==> src/rtl/radio_cfg_pkg.sv <==
// shared constants, field layouts and carrier types of the address/crc/spacing block
package radio_cfg_pkg;

  // -----------------------------------------------------------------
  // clock and timing
  // -----------------------------------------------------------------
  localparam int CLK_PERIOD_NS = 8;
  localparam int US_NS         = 1000;
  localparam int CYC_PER_US    = US_NS / CLK_PERIOD_NS;

  // -----------------------------------------------------------------
  // register offsets (byte addresses)
  // -----------------------------------------------------------------
  localparam logic [11:0] OFF_TX_SEL   = 12'h52c;
  localparam logic [11:0] OFF_RX_EN    = 12'h530;
  localparam logic [11:0] OFF_CRC_CFG  = 12'h534;
  localparam logic [11:0] OFF_CRC_POLY = 12'h538;
  localparam logic [11:0] OFF_CRC_INIT = 12'h53c;
  localparam logic [11:0] OFF_IFS      = 12'h544;
  localparam logic [11:0] OFF_STATUS   = 12'h5f0;

  // -----------------------------------------------------------------
  // field positions and reset values
  // -----------------------------------------------------------------
  localparam int          CRC_LEN_LSB  = 0;
  localparam int          CRC_SKIP_LSB = 8;
  localparam logic [31:0] RST_ZERO     = 32'h0000_0000;

  // -----------------------------------------------------------------
  // types
  // -----------------------------------------------------------------
  typedef enum logic [2:0] {
    KIND_ADDR = 3'b000,
    KIND_HDR  = 3'b001,
    KIND_LEN  = 3'b010,
    KIND_BODY = 3'b011,
    KIND_CRC  = 3'b100
  } field_kind_t;

  typedef enum logic [1:0] {
    COVER_ALL             = 2'b00,
    COVER_SKIP_ADDR       = 2'b01,
    CRC_AFTER_LENGTH_MODE = 2'b10
  } crc_cover_t;

  typedef struct packed {
    logic [7:0]  data;
    field_kind_t kind;
    logic        last;
  } air_beat_t;

endpackage : radio_cfg_pkg

==> src/rtl/radio_address_crc_config.sv <==
// address select, crc framing and interframe spacing of the packet radio
`timescale 1ns/1ns
`default_nettype none

// What this block does
// [RQ1] transmit every packet on the logical address in the transmit select register
// [RQ2] accept received packets on address i only when its enable bit is 1
// [RQ3] crc length 0: no crc computed, appended or checked; zero crc bytes
// [RQ4] crc length 1, 2, 3: crc of that many bytes, processing enabled
// [RQ5] software uses three crc bytes in both long-range modes
// [RQ6] coverage 0: address bytes feed the crc
// [RQ7] coverage 1: crc starts at first byte after the address
// [RQ8] coverage 2: crc starts at first byte after the length field
// [RQ9] crc register preloaded with initial value before first covered byte
// [RQ10] packets spaced by programmed microseconds, last bit to first bit
// [RQ11] configuration registers read zero after reset
// [RQ12] crc is a shift register on the polynomial, appended and compared
module radio_address_crc_config
  import radio_cfg_pkg::*;
#(
  parameter int unsigned ADDR_W = 12 // register address width
)(
  input  wire logic                    i_core_clk,        // system clock
  input  wire logic                    i_rst,             // sync reset, high
  input  wire logic [ADDR_W-1:0]       i_reg_addr,        // register byte address
  input  wire logic [31:0]             i_reg_wdata,       // write data
  input  wire logic                    i_reg_wr,          // write strobe
  input  wire logic                    i_reg_rd,          // read strobe
  output logic      [31:0]             o_reg_rdata,       // read data, next cycle
  input  wire logic                    i_tx_valid,        // tx beat offered
  input  wire radio_cfg_pkg::air_beat_t i_tx_beat,        // tx beat
  output logic                         o_tx_ready,        // tx beat taken
  output logic                         o_air_valid,       // beat on air
  output radio_cfg_pkg::air_beat_t     o_air_beat,        // beat on air
  output logic      [2:0]              o_tx_logical_addr, // address in use
  input  wire logic                    i_rx_valid,        // rx beat from air
  input  wire radio_cfg_pkg::air_beat_t i_rx_beat,        // rx beat
  input  wire logic [2:0]              i_rx_logical_addr, // matched address
  output logic                         o_rx_valid,        // accepted byte out
  output radio_cfg_pkg::air_beat_t     o_rx_beat,         // accepted byte
  output logic                         o_rx_done,         // rx packet ended
  output logic                         o_rx_accepted,     // last packet taken
  output logic                         o_rx_crc_ok        // last crc matched
);
  import radio_cfg_pkg::*;

  if (ADDR_W < 12)
  begin : g_bad
    $error("radio_address_crc_config: ADDR_W below 12");
  end

  typedef enum logic [1:0] {
    TX_IDLE = 2'b00,
    TX_BODY = 2'b01,
    TX_CRC  = 2'b10
  } tx_state_t;

  // -----------------------------------------------------------------
  // configuration registers
  // -----------------------------------------------------------------
  logic [2:0]  tx_sel_q, tx_sel_d;
  logic [7:0]  rx_en_q, rx_en_d;
  logic [1:0]  crc_len_q, crc_len_d;
  logic [1:0]  crc_skip_q, crc_skip_d;
  logic [23:0] poly_q, poly_d;
  logic [23:0] init_q, init_d;
  logic [31:0] ifs_q, ifs_d;
  logic [31:0] rdata_q, rdata_d;
  logic [31:0] status;
  logic        crc_on;
  logic [23:0] mask;

  // software writes; reads latch into the answer register
  always_comb
  begin
    tx_sel_d   = tx_sel_q;
    rx_en_d    = rx_en_q;
    crc_len_d  = crc_len_q;
    crc_skip_d = crc_skip_q;
    poly_d     = poly_q;
    init_d     = init_q;
    ifs_d      = ifs_q;
    rdata_d    = RST_ZERO;
    if (i_reg_wr)
    begin
      unique case (i_reg_addr[11:0])
        OFF_TX_SEL:   tx_sel_d = i_reg_wdata[2:0];
        OFF_RX_EN:    rx_en_d  = i_reg_wdata[7:0];
        OFF_CRC_CFG:
        begin
          crc_len_d  = i_reg_wdata[CRC_LEN_LSB +: 2];
          crc_skip_d = i_reg_wdata[CRC_SKIP_LSB +: 2];
        end
        OFF_CRC_POLY: poly_d = i_reg_wdata[23:0];
        OFF_CRC_INIT: init_d = i_reg_wdata[23:0];
        OFF_IFS:      ifs_d  = i_reg_wdata;
        default:      ;
      endcase
    end
    if (i_reg_rd)
    begin
      unique case (i_reg_addr[11:0])
        OFF_TX_SEL:   rdata_d = {29'd0, tx_sel_q};
        OFF_RX_EN:    rdata_d = {24'd0, rx_en_q};
        OFF_CRC_CFG:  rdata_d = {22'd0, crc_skip_q, 6'd0, crc_len_q};
        OFF_CRC_POLY: rdata_d = {8'd0, poly_q};
        OFF_CRC_INIT: rdata_d = {8'd0, init_q};
        OFF_IFS:      rdata_d = ifs_q;
        OFF_STATUS:   rdata_d = status;
        default:      rdata_d = RST_ZERO; // unmapped reads zero
      endcase
    end
  end

  // every configuration register clears to zero
  always_ff @(posedge i_core_clk)
  begin
    if (i_rst)
    begin
      tx_sel_q   <= RST_ZERO[2:0]; // [RQ11]
      rx_en_q    <= RST_ZERO[7:0];
      crc_len_q  <= RST_ZERO[1:0];
      crc_skip_q <= RST_ZERO[1:0];
      poly_q     <= RST_ZERO[23:0];
      init_q     <= RST_ZERO[23:0];
      ifs_q      <= RST_ZERO;
      rdata_q    <= RST_ZERO;
    end
    else
    begin
      tx_sel_q   <= tx_sel_d;
      rx_en_q    <= rx_en_d;
      crc_len_q  <= crc_len_d;
      crc_skip_q <= crc_skip_d;
      poly_q     <= poly_d;
      init_q     <= init_d;
      ifs_q      <= ifs_d;
      rdata_q    <= rdata_d;
    end
  end

  assign o_reg_rdata = rdata_q;
  assign crc_on      = (crc_len_q != 2'd0); // [RQ3] [RQ4]
  assign mask        = (crc_len_q == 2'd1) ? 24'h00_00ff :
                       (crc_len_q == 2'd2) ? 24'h00_ffff : 24'hff_ffff;

  // which field kinds feed the crc under the coverage setting
  function automatic logic covered(input field_kind_t k, input logic [1:0] s);
    unique case (s)
      COVER_ALL:             covered = (k != KIND_CRC); // [RQ6]
      COVER_SKIP_ADDR:       covered = (k != KIND_CRC) && (k != KIND_ADDR); // [RQ7]
      CRC_AFTER_LENGTH_MODE: covered = (k == KIND_BODY); // [RQ8]
      default:               covered = (k != KIND_CRC);
    endcase
  endfunction : covered

  // -----------------------------------------------------------------
  // transmit path
  // -----------------------------------------------------------------
  tx_state_t   tx_state_q, tx_state_d;
  logic [1:0]  tx_cnt_q, tx_cnt_d;
  logic        air_valid_q, air_valid_d;
  air_beat_t   air_q, air_d;
  logic [2:0]  tx_addr_q, tx_addr_d;
  logic        tx_take, tx_load, tx_shift;
  logic [23:0] tx_crc;
  logic [7:0]  tx_crc_byte;
  logic        ifs_done, ifs_start;

  // a new packet only starts once the gap has elapsed
  assign o_tx_ready = (tx_state_q == TX_IDLE) ? ifs_done : (tx_state_q == TX_BODY);
  assign tx_take    = i_tx_valid && o_tx_ready;
  assign tx_load    = tx_take && (tx_state_q == TX_IDLE) && crc_on; // [RQ9]
  assign tx_shift   = tx_take && crc_on && covered(i_tx_beat.kind, crc_skip_q);
  assign tx_crc_byte = (tx_cnt_q == 2'd2) ? tx_crc[23:16] :
                       (tx_cnt_q == 2'd1) ? tx_crc[15:8] : tx_crc[7:0];

  // payload beats pass through, then the crc bytes, msb first
  always_comb
  begin
    tx_state_d  = tx_state_q;
    tx_cnt_d    = tx_cnt_q;
    tx_addr_d   = tx_addr_q;
    air_valid_d = 1'b0;
    air_d       = air_q;
    unique case (tx_state_q)
      TX_IDLE, TX_BODY:
        if (tx_take)
        begin
          if (tx_state_q == TX_IDLE)
            tx_addr_d = tx_sel_q; // [RQ1]
          air_valid_d = 1'b1;
          air_d       = i_tx_beat;
          air_d.last  = i_tx_beat.last && !crc_on; // [RQ3]
          tx_cnt_d    = crc_len_q - 2'd1;
          if (!i_tx_beat.last)
            tx_state_d = TX_BODY;
          else
            tx_state_d = crc_on ? TX_CRC : TX_IDLE;
        end
      TX_CRC:
      begin
        air_valid_d = 1'b1;
        air_d.data  = tx_crc_byte; // [RQ12]
        air_d.kind  = KIND_CRC;
        air_d.last  = (tx_cnt_q == 2'd0); // [RQ4]
        tx_cnt_d    = tx_cnt_q - 2'd1;
        if (tx_cnt_q == 2'd0)
          tx_state_d = TX_IDLE;
      end
      default: tx_state_d = TX_IDLE;
    endcase
  end

  // register only
  always_ff @(posedge i_core_clk)
  begin
    if (i_rst)
    begin
      tx_state_q  <= TX_IDLE;
      tx_cnt_q    <= 2'd0;
      tx_addr_q   <= 3'd0;
      air_valid_q <= 1'b0;
      air_q       <= '0;
    end
    else
    begin
      tx_state_q  <= tx_state_d;
      tx_cnt_q    <= tx_cnt_d;
      tx_addr_q   <= tx_addr_d;
      air_valid_q <= air_valid_d;
      air_q       <= air_d;
    end
  end

  assign o_air_valid       = air_valid_q;
  assign o_air_beat        = air_q;
  assign o_tx_logical_addr = tx_addr_q;

  crc_shift_unit u_tx_crc (
    .i_core_clk (i_core_clk),
    .i_rst      (i_rst),
    .i_load     (tx_load),
    .i_shift    (tx_shift),
    .i_byte     (i_tx_beat.data),
    .i_len      (crc_len_q),
    .i_init     (init_q),
    .i_poly     (poly_q),
    .o_crc      (tx_crc)
  );

  // -----------------------------------------------------------------
  // receive path
  // -----------------------------------------------------------------
  logic        rx_busy_q, rx_busy_d;
  logic        rx_acc_q, rx_acc_d;
  logic [23:0] got_q, got_d;
  logic        rx_valid_q, rx_valid_d;
  air_beat_t   rx_beat_q, rx_beat_d;
  logic        done_q, done_d, accepted_q, accepted_d, ok_q, ok_d;
  logic        rx_acc_now, rx_load, rx_shift, rx_end;
  logic [23:0] rx_crc;

  // the address decision is made on the first beat and held to the end
  assign rx_acc_now = rx_busy_q ? rx_acc_q : rx_en_q[i_rx_logical_addr]; // [RQ2]
  assign rx_load    = i_rx_valid && !rx_busy_q && rx_acc_now && crc_on;
  assign rx_shift   = i_rx_valid && rx_acc_now && crc_on &&
                      covered(i_rx_beat.kind, crc_skip_q);
  assign rx_end     = i_rx_valid && i_rx_beat.last;

  // collect received crc bytes and compare at the last beat
  always_comb
  begin
    rx_busy_d  = i_rx_valid ? !i_rx_beat.last : rx_busy_q;
    rx_acc_d   = i_rx_valid ? rx_acc_now : rx_acc_q;
    got_d      = got_q;
    if (i_rx_valid && !rx_busy_q)
      got_d = 24'h00_0000;
    if (i_rx_valid && i_rx_beat.kind == KIND_CRC)
      got_d = {got_d[15:0], i_rx_beat.data};
    rx_valid_d = i_rx_valid && rx_acc_now && (i_rx_beat.kind != KIND_CRC);
    rx_beat_d  = rx_valid_d ? i_rx_beat : rx_beat_q;
    done_d     = rx_end;
    accepted_d = rx_end ? rx_acc_now : accepted_q;
    ok_d       = ok_q;
    if (rx_end)
      ok_d = rx_acc_now && (!crc_on || ((got_d & mask) == rx_crc)); // [RQ12]
  end

  // register only
  always_ff @(posedge i_core_clk)
  begin
    if (i_rst)
    begin
      rx_busy_q  <= 1'b0;
      rx_acc_q   <= 1'b0;
      got_q      <= 24'h00_0000;
      rx_valid_q <= 1'b0;
      rx_beat_q  <= '0;
      done_q     <= 1'b0;
      accepted_q <= 1'b0;
      ok_q       <= 1'b0;
    end
    else
    begin
      rx_busy_q  <= rx_busy_d;
      rx_acc_q   <= rx_acc_d;
      got_q      <= got_d;
      rx_valid_q <= rx_valid_d;
      rx_beat_q  <= rx_beat_d;
      done_q     <= done_d;
      accepted_q <= accepted_d;
      ok_q       <= ok_d;
    end
  end

  assign o_rx_valid    = rx_valid_q;
  assign o_rx_beat     = rx_beat_q;
  assign o_rx_done     = done_q;
  assign o_rx_accepted = accepted_q;
  assign o_rx_crc_ok   = ok_q;

  crc_shift_unit u_rx_crc (
    .i_core_clk (i_core_clk),
    .i_rst      (i_rst),
    .i_load     (rx_load),
    .i_shift    (rx_shift),
    .i_byte     (i_rx_beat.data),
    .i_len      (crc_len_q),
    .i_init     (init_q),
    .i_poly     (poly_q),
    .o_crc      (rx_crc)
  );

  // -----------------------------------------------------------------
  // interframe gap: restarted at the last beat of any packet
  // -----------------------------------------------------------------
  assign ifs_start = (air_valid_d && air_d.last) || rx_end; // [RQ10]

  ifs_gap_timer #(
    .CYC_US (CYC_PER_US),
    .US_W   (32)
  ) u_gap (
    .i_core_clk (i_core_clk),
    .i_rst      (i_rst),
    .i_start    (ifs_start),
    .i_us       (ifs_q),
    .o_done     (ifs_done)
  );

  // status word: block state visible to software
  assign status = {27'd0, ok_q, accepted_q, rx_busy_q, !ifs_done,
                   (tx_state_q != TX_IDLE)};
endmodule : radio_address_crc_config

`default_nettype wire

==> src/rtl/crc_shift_unit.sv <==
// programmable crc shift register of one to three bytes, one byte per cycle
`timescale 1ns/1ns
`default_nettype none

module crc_shift_unit
  import radio_cfg_pkg::*;
(
  input  wire logic        i_core_clk, // system clock
  input  wire logic        i_rst,      // sync reset, high
  input  wire logic        i_load,     // preload from initial value
  input  wire logic        i_shift,    // feed one byte
  input  wire logic [7:0]  i_byte,     // byte fed, msb first
  input  wire logic [1:0]  i_len,      // crc length in bytes
  input  wire logic [23:0] i_init,     // initial value
  input  wire logic [23:0] i_poly,     // polynomial
  output logic      [23:0] o_crc       // current crc
);
  logic [23:0] crc_q;
  logic [23:0] crc_d;
  logic [23:0] mask;
  logic [23:0] val;
  logic        fb;

  // -----------------------------------------------------------------
  // next value: bit-serial update unrolled over one byte
  // -----------------------------------------------------------------
  always_comb
  begin
    mask = (i_len == 2'd1) ? 24'h00_00ff :
           (i_len == 2'd2) ? 24'h00_ffff : 24'hff_ffff;
    val  = (i_load ? i_init : crc_q) & mask; // [RQ9]
    fb   = 1'b0;
    for (int b = 7; b >= 0; b--)
    begin
      fb  = i_byte[b] ^ ((i_len == 2'd1) ? val[7] :
                         (i_len == 2'd2) ? val[15] : val[23]);
      val = ((val << 1) ^ (fb ? i_poly : 24'h00_0000)) & mask; // [RQ12]
    end
    if (i_shift)
      crc_d = val;
    else if (i_load)
      crc_d = i_init & mask;
    else
      crc_d = crc_q;
  end

  // register only
  always_ff @(posedge i_core_clk)
  begin
    if (i_rst)
      crc_q <= RST_ZERO[23:0];
    else
      crc_q <= crc_d;
  end

  assign o_crc = crc_q;
endmodule : crc_shift_unit

`default_nettype wire

==> src/rtl/ifs_gap_timer.sv <==
// interframe gap timer counting whole microseconds of system clock
`timescale 1ns/1ns
`default_nettype none

module ifs_gap_timer
  import radio_cfg_pkg::*;
#(
  parameter int unsigned CYC_US = CYC_PER_US, // cycles per microsecond
  parameter int unsigned US_W   = 32          // width of gap value
)(
  input  wire logic            i_core_clk, // system clock
  input  wire logic            i_rst,      // sync reset, high
  input  wire logic            i_start,    // packet just ended
  input  wire logic [US_W-1:0] i_us,       // gap in microseconds
  output logic                 o_done      // gap elapsed
);
  localparam int CW = $clog2(CYC_US + 1);

  if (CYC_US < 1 || US_W < 1)
  begin : g_bad
    $error("ifs_gap_timer: bad parameters");
  end

  logic [US_W-1:0] us_q, us_d;
  logic [CW-1:0]   cyc_q, cyc_d;

  // -----------------------------------------------------------------
  // count down microseconds; a restart simply reloads
  // -----------------------------------------------------------------
  always_comb
  begin
    us_d  = us_q;
    cyc_d = cyc_q;
    if (i_start)
    begin
      us_d  = i_us;
      cyc_d = '0;
    end
    else if (us_q != '0)
    begin
      if (cyc_q == CW'(CYC_US - 1))
      begin
        cyc_d = '0;
        us_d  = us_q - 1'b1;
      end
      else
        cyc_d = cyc_q + 1'b1;
    end
  end

  // register only
  always_ff @(posedge i_core_clk)
  begin
    if (i_rst)
    begin
      us_q  <= '0;
      cyc_q <= '0;
    end
    else
    begin
      us_q  <= us_d;
      cyc_q <= cyc_d;
    end
  end

  assign o_done = (us_q == '0); // [RQ10]
endmodule : ifs_gap_timer

`default_nettype wire

==> config.mk <==
export PLATFORM = sky130hd
export DESIGN_NAME = radio_address_crc_config
export DESIGN_NICKNAME = d
export VERILOG_FILES = /design/src/rtl/radio_cfg_pkg.sv /design/src/rtl/radio_address_crc_config.sv /design/src/rtl/crc_shift_unit.sv /design/src/rtl/ifs_gap_timer.sv
export SDC_FILE = /design/constraint.sdc
export NUM_CORES = 1
export LEC_CHECK = 0
export CORE_ASPECT_RATIO = 1.25
export CORE_MARGIN = 2
export CORE_UTILIZATION = 55
export DETAILED_ROUTE_END_ITERATION = 10
export DONT_BUFFER_PORTS = 1
export PLACE_DENSITY = 0.7
export SLEW_MARGIN = 20
export SYNTH_ARGS = -nofsm -noshare
export SYNTH_HDL_FRONTEND = slang
export SYNTH_SLANG_ARGS = --single-unit
export TNS_END_PERCENT = 1
==> constraint.sdc <==
create_clock -name i_core_clk -period 9.75 [get_ports i_core_clk]
set_input_delay 0.975 -clock i_core_clk [delete_from_list [all_inputs] [get_ports i_core_clk]]
set_output_delay 0.975 -clock i_core_clk [all_outputs]
set_load 0.05 [all_outputs]
==> flow_summary_export.csv <==
group,metric,value,unit
placement,dp_hpwl,62.7,mm
layout,syn2layout_area_growth,7.28,%
critical_path,critPathMaxFanout,16,
pwr,power,2.51,mW
sta,period_share,94.6,%
sta,fmax,0.108,GHz
critical_path,path_class,"reg2reg",
synthesis,synth_edf_count,0,
pwr,power.share.clock,47.2,%
clock_network,clk_latency,0.58,ns
run,cap_violations,0,
layout,nFillCells,3547,
critical_path,critical_path.startpoint_type,"flip-flop",
synthesis,synthArstFlopShare,0,%
layout,postLayoutCoreUtil,59.8,%
layout,final_common_cell,"nand2_1",
routing,dr.pass1.iters,6,
clock_network,cts_tree,"built",
run_status,status,"completed",
sta,slew_headroom,24.0,%
floorplan,die_w,180,um
layout,seq_area,0.00553,mm2
floorplan,io_pins,142,
critical_path,crit_path_max_incr_delay,0.81,ns
synthesis,ys.flop_type,"dfxtp_1",
routing,viasPerCell,6.64,
global_route,grt_start_max_net_pins,209,
placement,dp_cells,3257,
floorplan,die_area,0.0402,mm2
global_route,track_usage,41.5,%
pwr,p_int,1.88,mW
sta,slew_viol_final,0,
sta,tightestPinTransition,1.14,ns
layout,multiInputGateArea,0.0149,mm2
clock_network,numCtsBuffers,29,
sta,final-setup-viol-count,0,
pwr,vdd_drop_max,0.142,mV
routing,post_drt_wl_per_cell,26.3,um
pwr,p_comb_share,6.2,%
synthesis,ys_seq_area_share,26.0,%
synthesis,syn_avg_cell_area,7.32,um2
clock_network,cts.clk_slew.worst_paths,0.07,ns
layout,final_cell_mix,"632 x nand2_1, 278 x xnor2_1, 276 x dfxtp_1, 251 x a21oi_1, 216 x nor2_1",
global_route,grt-ovfl-total,0,
clock_network,cts-root-buf,"clkbuf_16",
sta,hold_violations,0,
global_route,gr-usage-met3,8.96,%
critical_path,arrival,9.69,ns
clock_network,cts.htree.levels,1,
floorplan,initial_core_util,55.7,%
sta,worst_slack,0.522,ns
placement,place_congestion,1.06,
synthesis,synth-seq-cells,276,
synthesis,synth_area,0.0213,mm2
global_route,busiest_layer,"met2",
placement,dp_slack,0.205,ns
pwr,leakagePower,7.82,nW
routing,postRouteAntennaNets,0,
worst_hold_path,min_path_type,"reg2reg",
sta,fin_skew,0.0242,ns
layout,drive_gt1_share,7.72,%
clock_network,postCtsHoldBufs,0,
synthesis,syn_nets,2993,
global_route,use_met1,50.2,%
global_route,antenna_found_initial,5,
synthesis,synthCells,2904,
routing,via_count,22000,
critical_path,required,10.21,ns
global_route,grt_pass1_wl,128,mm
critical_path,path_delay_family,"simple AND/OR/NAND/NOR gates",
routing,wl,87.2,mm
clock_network,clock_path_buffers,3,
placement,port_buffers,0,
layout,fin_nets,2890,
floorplan,die_h,224,um
pwr,p_per_area,110,mW/mm2
floorplan,core,0.0381,mm2
sta,rsz0062_at_grt,"false",
pwr,swShare,24.9,%
global_route,grt_use_met2,66.6,%
critical_path,path_buf_inv,1,
synthesis,yosysUniqueCellTypes,100,
global_route,grt_pass1_vias,20300,
routing,drc_errors,0,
floorplan,placementRows,80,
routing,first_iter_violations,2389,
layout,fin_cells,3316,
sta,finalCriticalPeriod,9.23,ns
sta,tns,0,ns
critical_path,slowest_stage,"or4b_2",
pwr,p_seq_share,46.5,%
synthesis,yosys_warnings,0,
clock_network,cts.sinks,276,
critical_path,end_kind,"flip-flop",
pwr,switchingPower,0.626,mW
per-stage QoR:
stage          hold WS (ns)  cell area (um2)
2_1_floorplan         0.442            21300
3_3_place_gp          0.444            21700
3_5_place_dp          0.456            21700
4_1_cts               0.464            22700
5_1_grt               0.484            22800
6_report              0.468            22800
flip-flops by register name, summed over array words and instances (netlist names), 2 cells and up:
| signal | flops |
|---|---|
| tx_cnt_q | 2 |
| poly_q | 24 |
| tx_sel_q | 3 |
| crc_skip_q | 2 |
| ifs_q | 32 |
| rx_en_q | 8 |
| crc_len_q | 2 |
| o_reg_rdata | 32 |
| got_q | 24 |
| o_rx_beat | 12 |
| init_q | 24 |
| u_rx_crc.o_crc | 24 |
| u_tx_crc.o_crc | 24 |
| tx_state_q | 2 |
| o_air_beat | 12 |
| u_gap.us_q | 32 |
| u_gap.cyc_q | 7 |
| o_tx_logical_addr | 3 |
Yosys cell counts, types with 17 or more instances:
| cell | count | area (um2) |
|---|---|---|
| nand2_1 | 632 | 2370 |
| nand2b_1 | 19 | 119 |
| nor2_1 | 217 | 815 |
| xnor2_1 | 281 | 2460 |
| dfxtp_1 | 276 | 5530 |
| a22oi_1 | 31 | 233 |
| nand3_1 | 42 | 210 |
| a211oi_1 | 31 | 233 |
| o31a_1 | 21 | 184 |
| o21ai_0 | 56 | 280 |
| nor3_1 | 52 | 260 |
| inv_1 | 31 | 116 |
| o31ai_1 | 21 | 158 |
| a21oi_1 | 251 | 1260 |
| nand4_1 | 33 | 206 |
| xor2_1 | 83 | 727 |
| or3_1 | 27 | 169 |
| clkbuf_1 | 196 | 736 |
| nor3b_1 | 17 | 128 |
| buf_1 | 19 | 71.3 |
| and2_1 | 27 | 169 |
| mux2_2 | 25 | 282 |
| nor4_1 | 22 | 138 |
| and3_1 | 59 | 369 |
| a31oi_1 | 23 | 144 |
| mux2i_1 | 92 | 921 |
cell families (layout without fill, tap and decap cells):
kind of cell | after synthesis | in the layout | share of synthesized area [%]
adders and majority gates | 12 | 12 | 0.706
other | 0 | 1 | 0
DFF | 276 | 276 | 26.0
xor gates and xnor gates | 373 | 373 | 15.9
and+or+nand+nor | 1235 | 1235 | 26.8
buffers and inverters | 257 | 175 | 4.67
AOI/OAI and AO/OA | 628 | 629 | 19.7
muxes | 123 | 123 | 6.26
repair_timing:
action | CTS | global route
buffers inserted | 0 | 3
endpoints found under the setup margin | 0 | 24
hold endpoints to repair | 0 | 0
gates resized for setup | 0 | 7
worst min-delay path: stages, from the launching register on:
cell,delay (ns)
dfxtp_1,0.32
nand2_1,0.05
a21oi_1,0.05
power by group through the flow:
stage / clock, mW / combinational, mW / sequential (mW)
after floorplan: 0 / 0.129 / 1.19
after global placement: 0 / 0.147 / 1.19
after detailed placement: 0 / 0.149 / 1.19
after CTS: 1.19 / 0.151 / 1.17
after global routing: 1.23 / 0.167 / 1.17
final: 1.19 / 0.157 / 1.17
metal layers:
| metal | part of all wire [%] | wire length (um) |
|---|---|---|
| met3 | 10 | 9080 |
| met4 | 7.7 | 6750 |
| met5 | 0.021 | 18 |
| met2 | 44 | 38800 |
| met1 | 37 | 32600 |
worst paths after layout:
| kind | slack (ns) | cells after the start | to | from |
|---|---|---|---|---|
| setup / recovery | 0.52 | 27 | u_tx_crc.o_crc[9] | crc_len_q[0] |
| hold / removal | 0.47 | 2 | ifs_q[28] | ifs_q[28] |
| setup reg to reg | 0.52 | 27 | u_tx_crc.o_crc[9] | crc_len_q[0] |
| hold reg to reg | 0.47 | 2 | ifs_q[28] | ifs_q[28] |
area by class of cell:
cell class	instances	share of cell area [%]
Antenna cell	1	0.0110
Multi-Input combinational cell	2372	65.2
Sequential cell	276	24.2
Inverter	35	0.576
Tap cell	492	2.70
Clock buffer	41	3.56
Timing Repair Buffer	87	2.90
Clock inverter	12	0.840
Power figures use the tool's default switching activity.
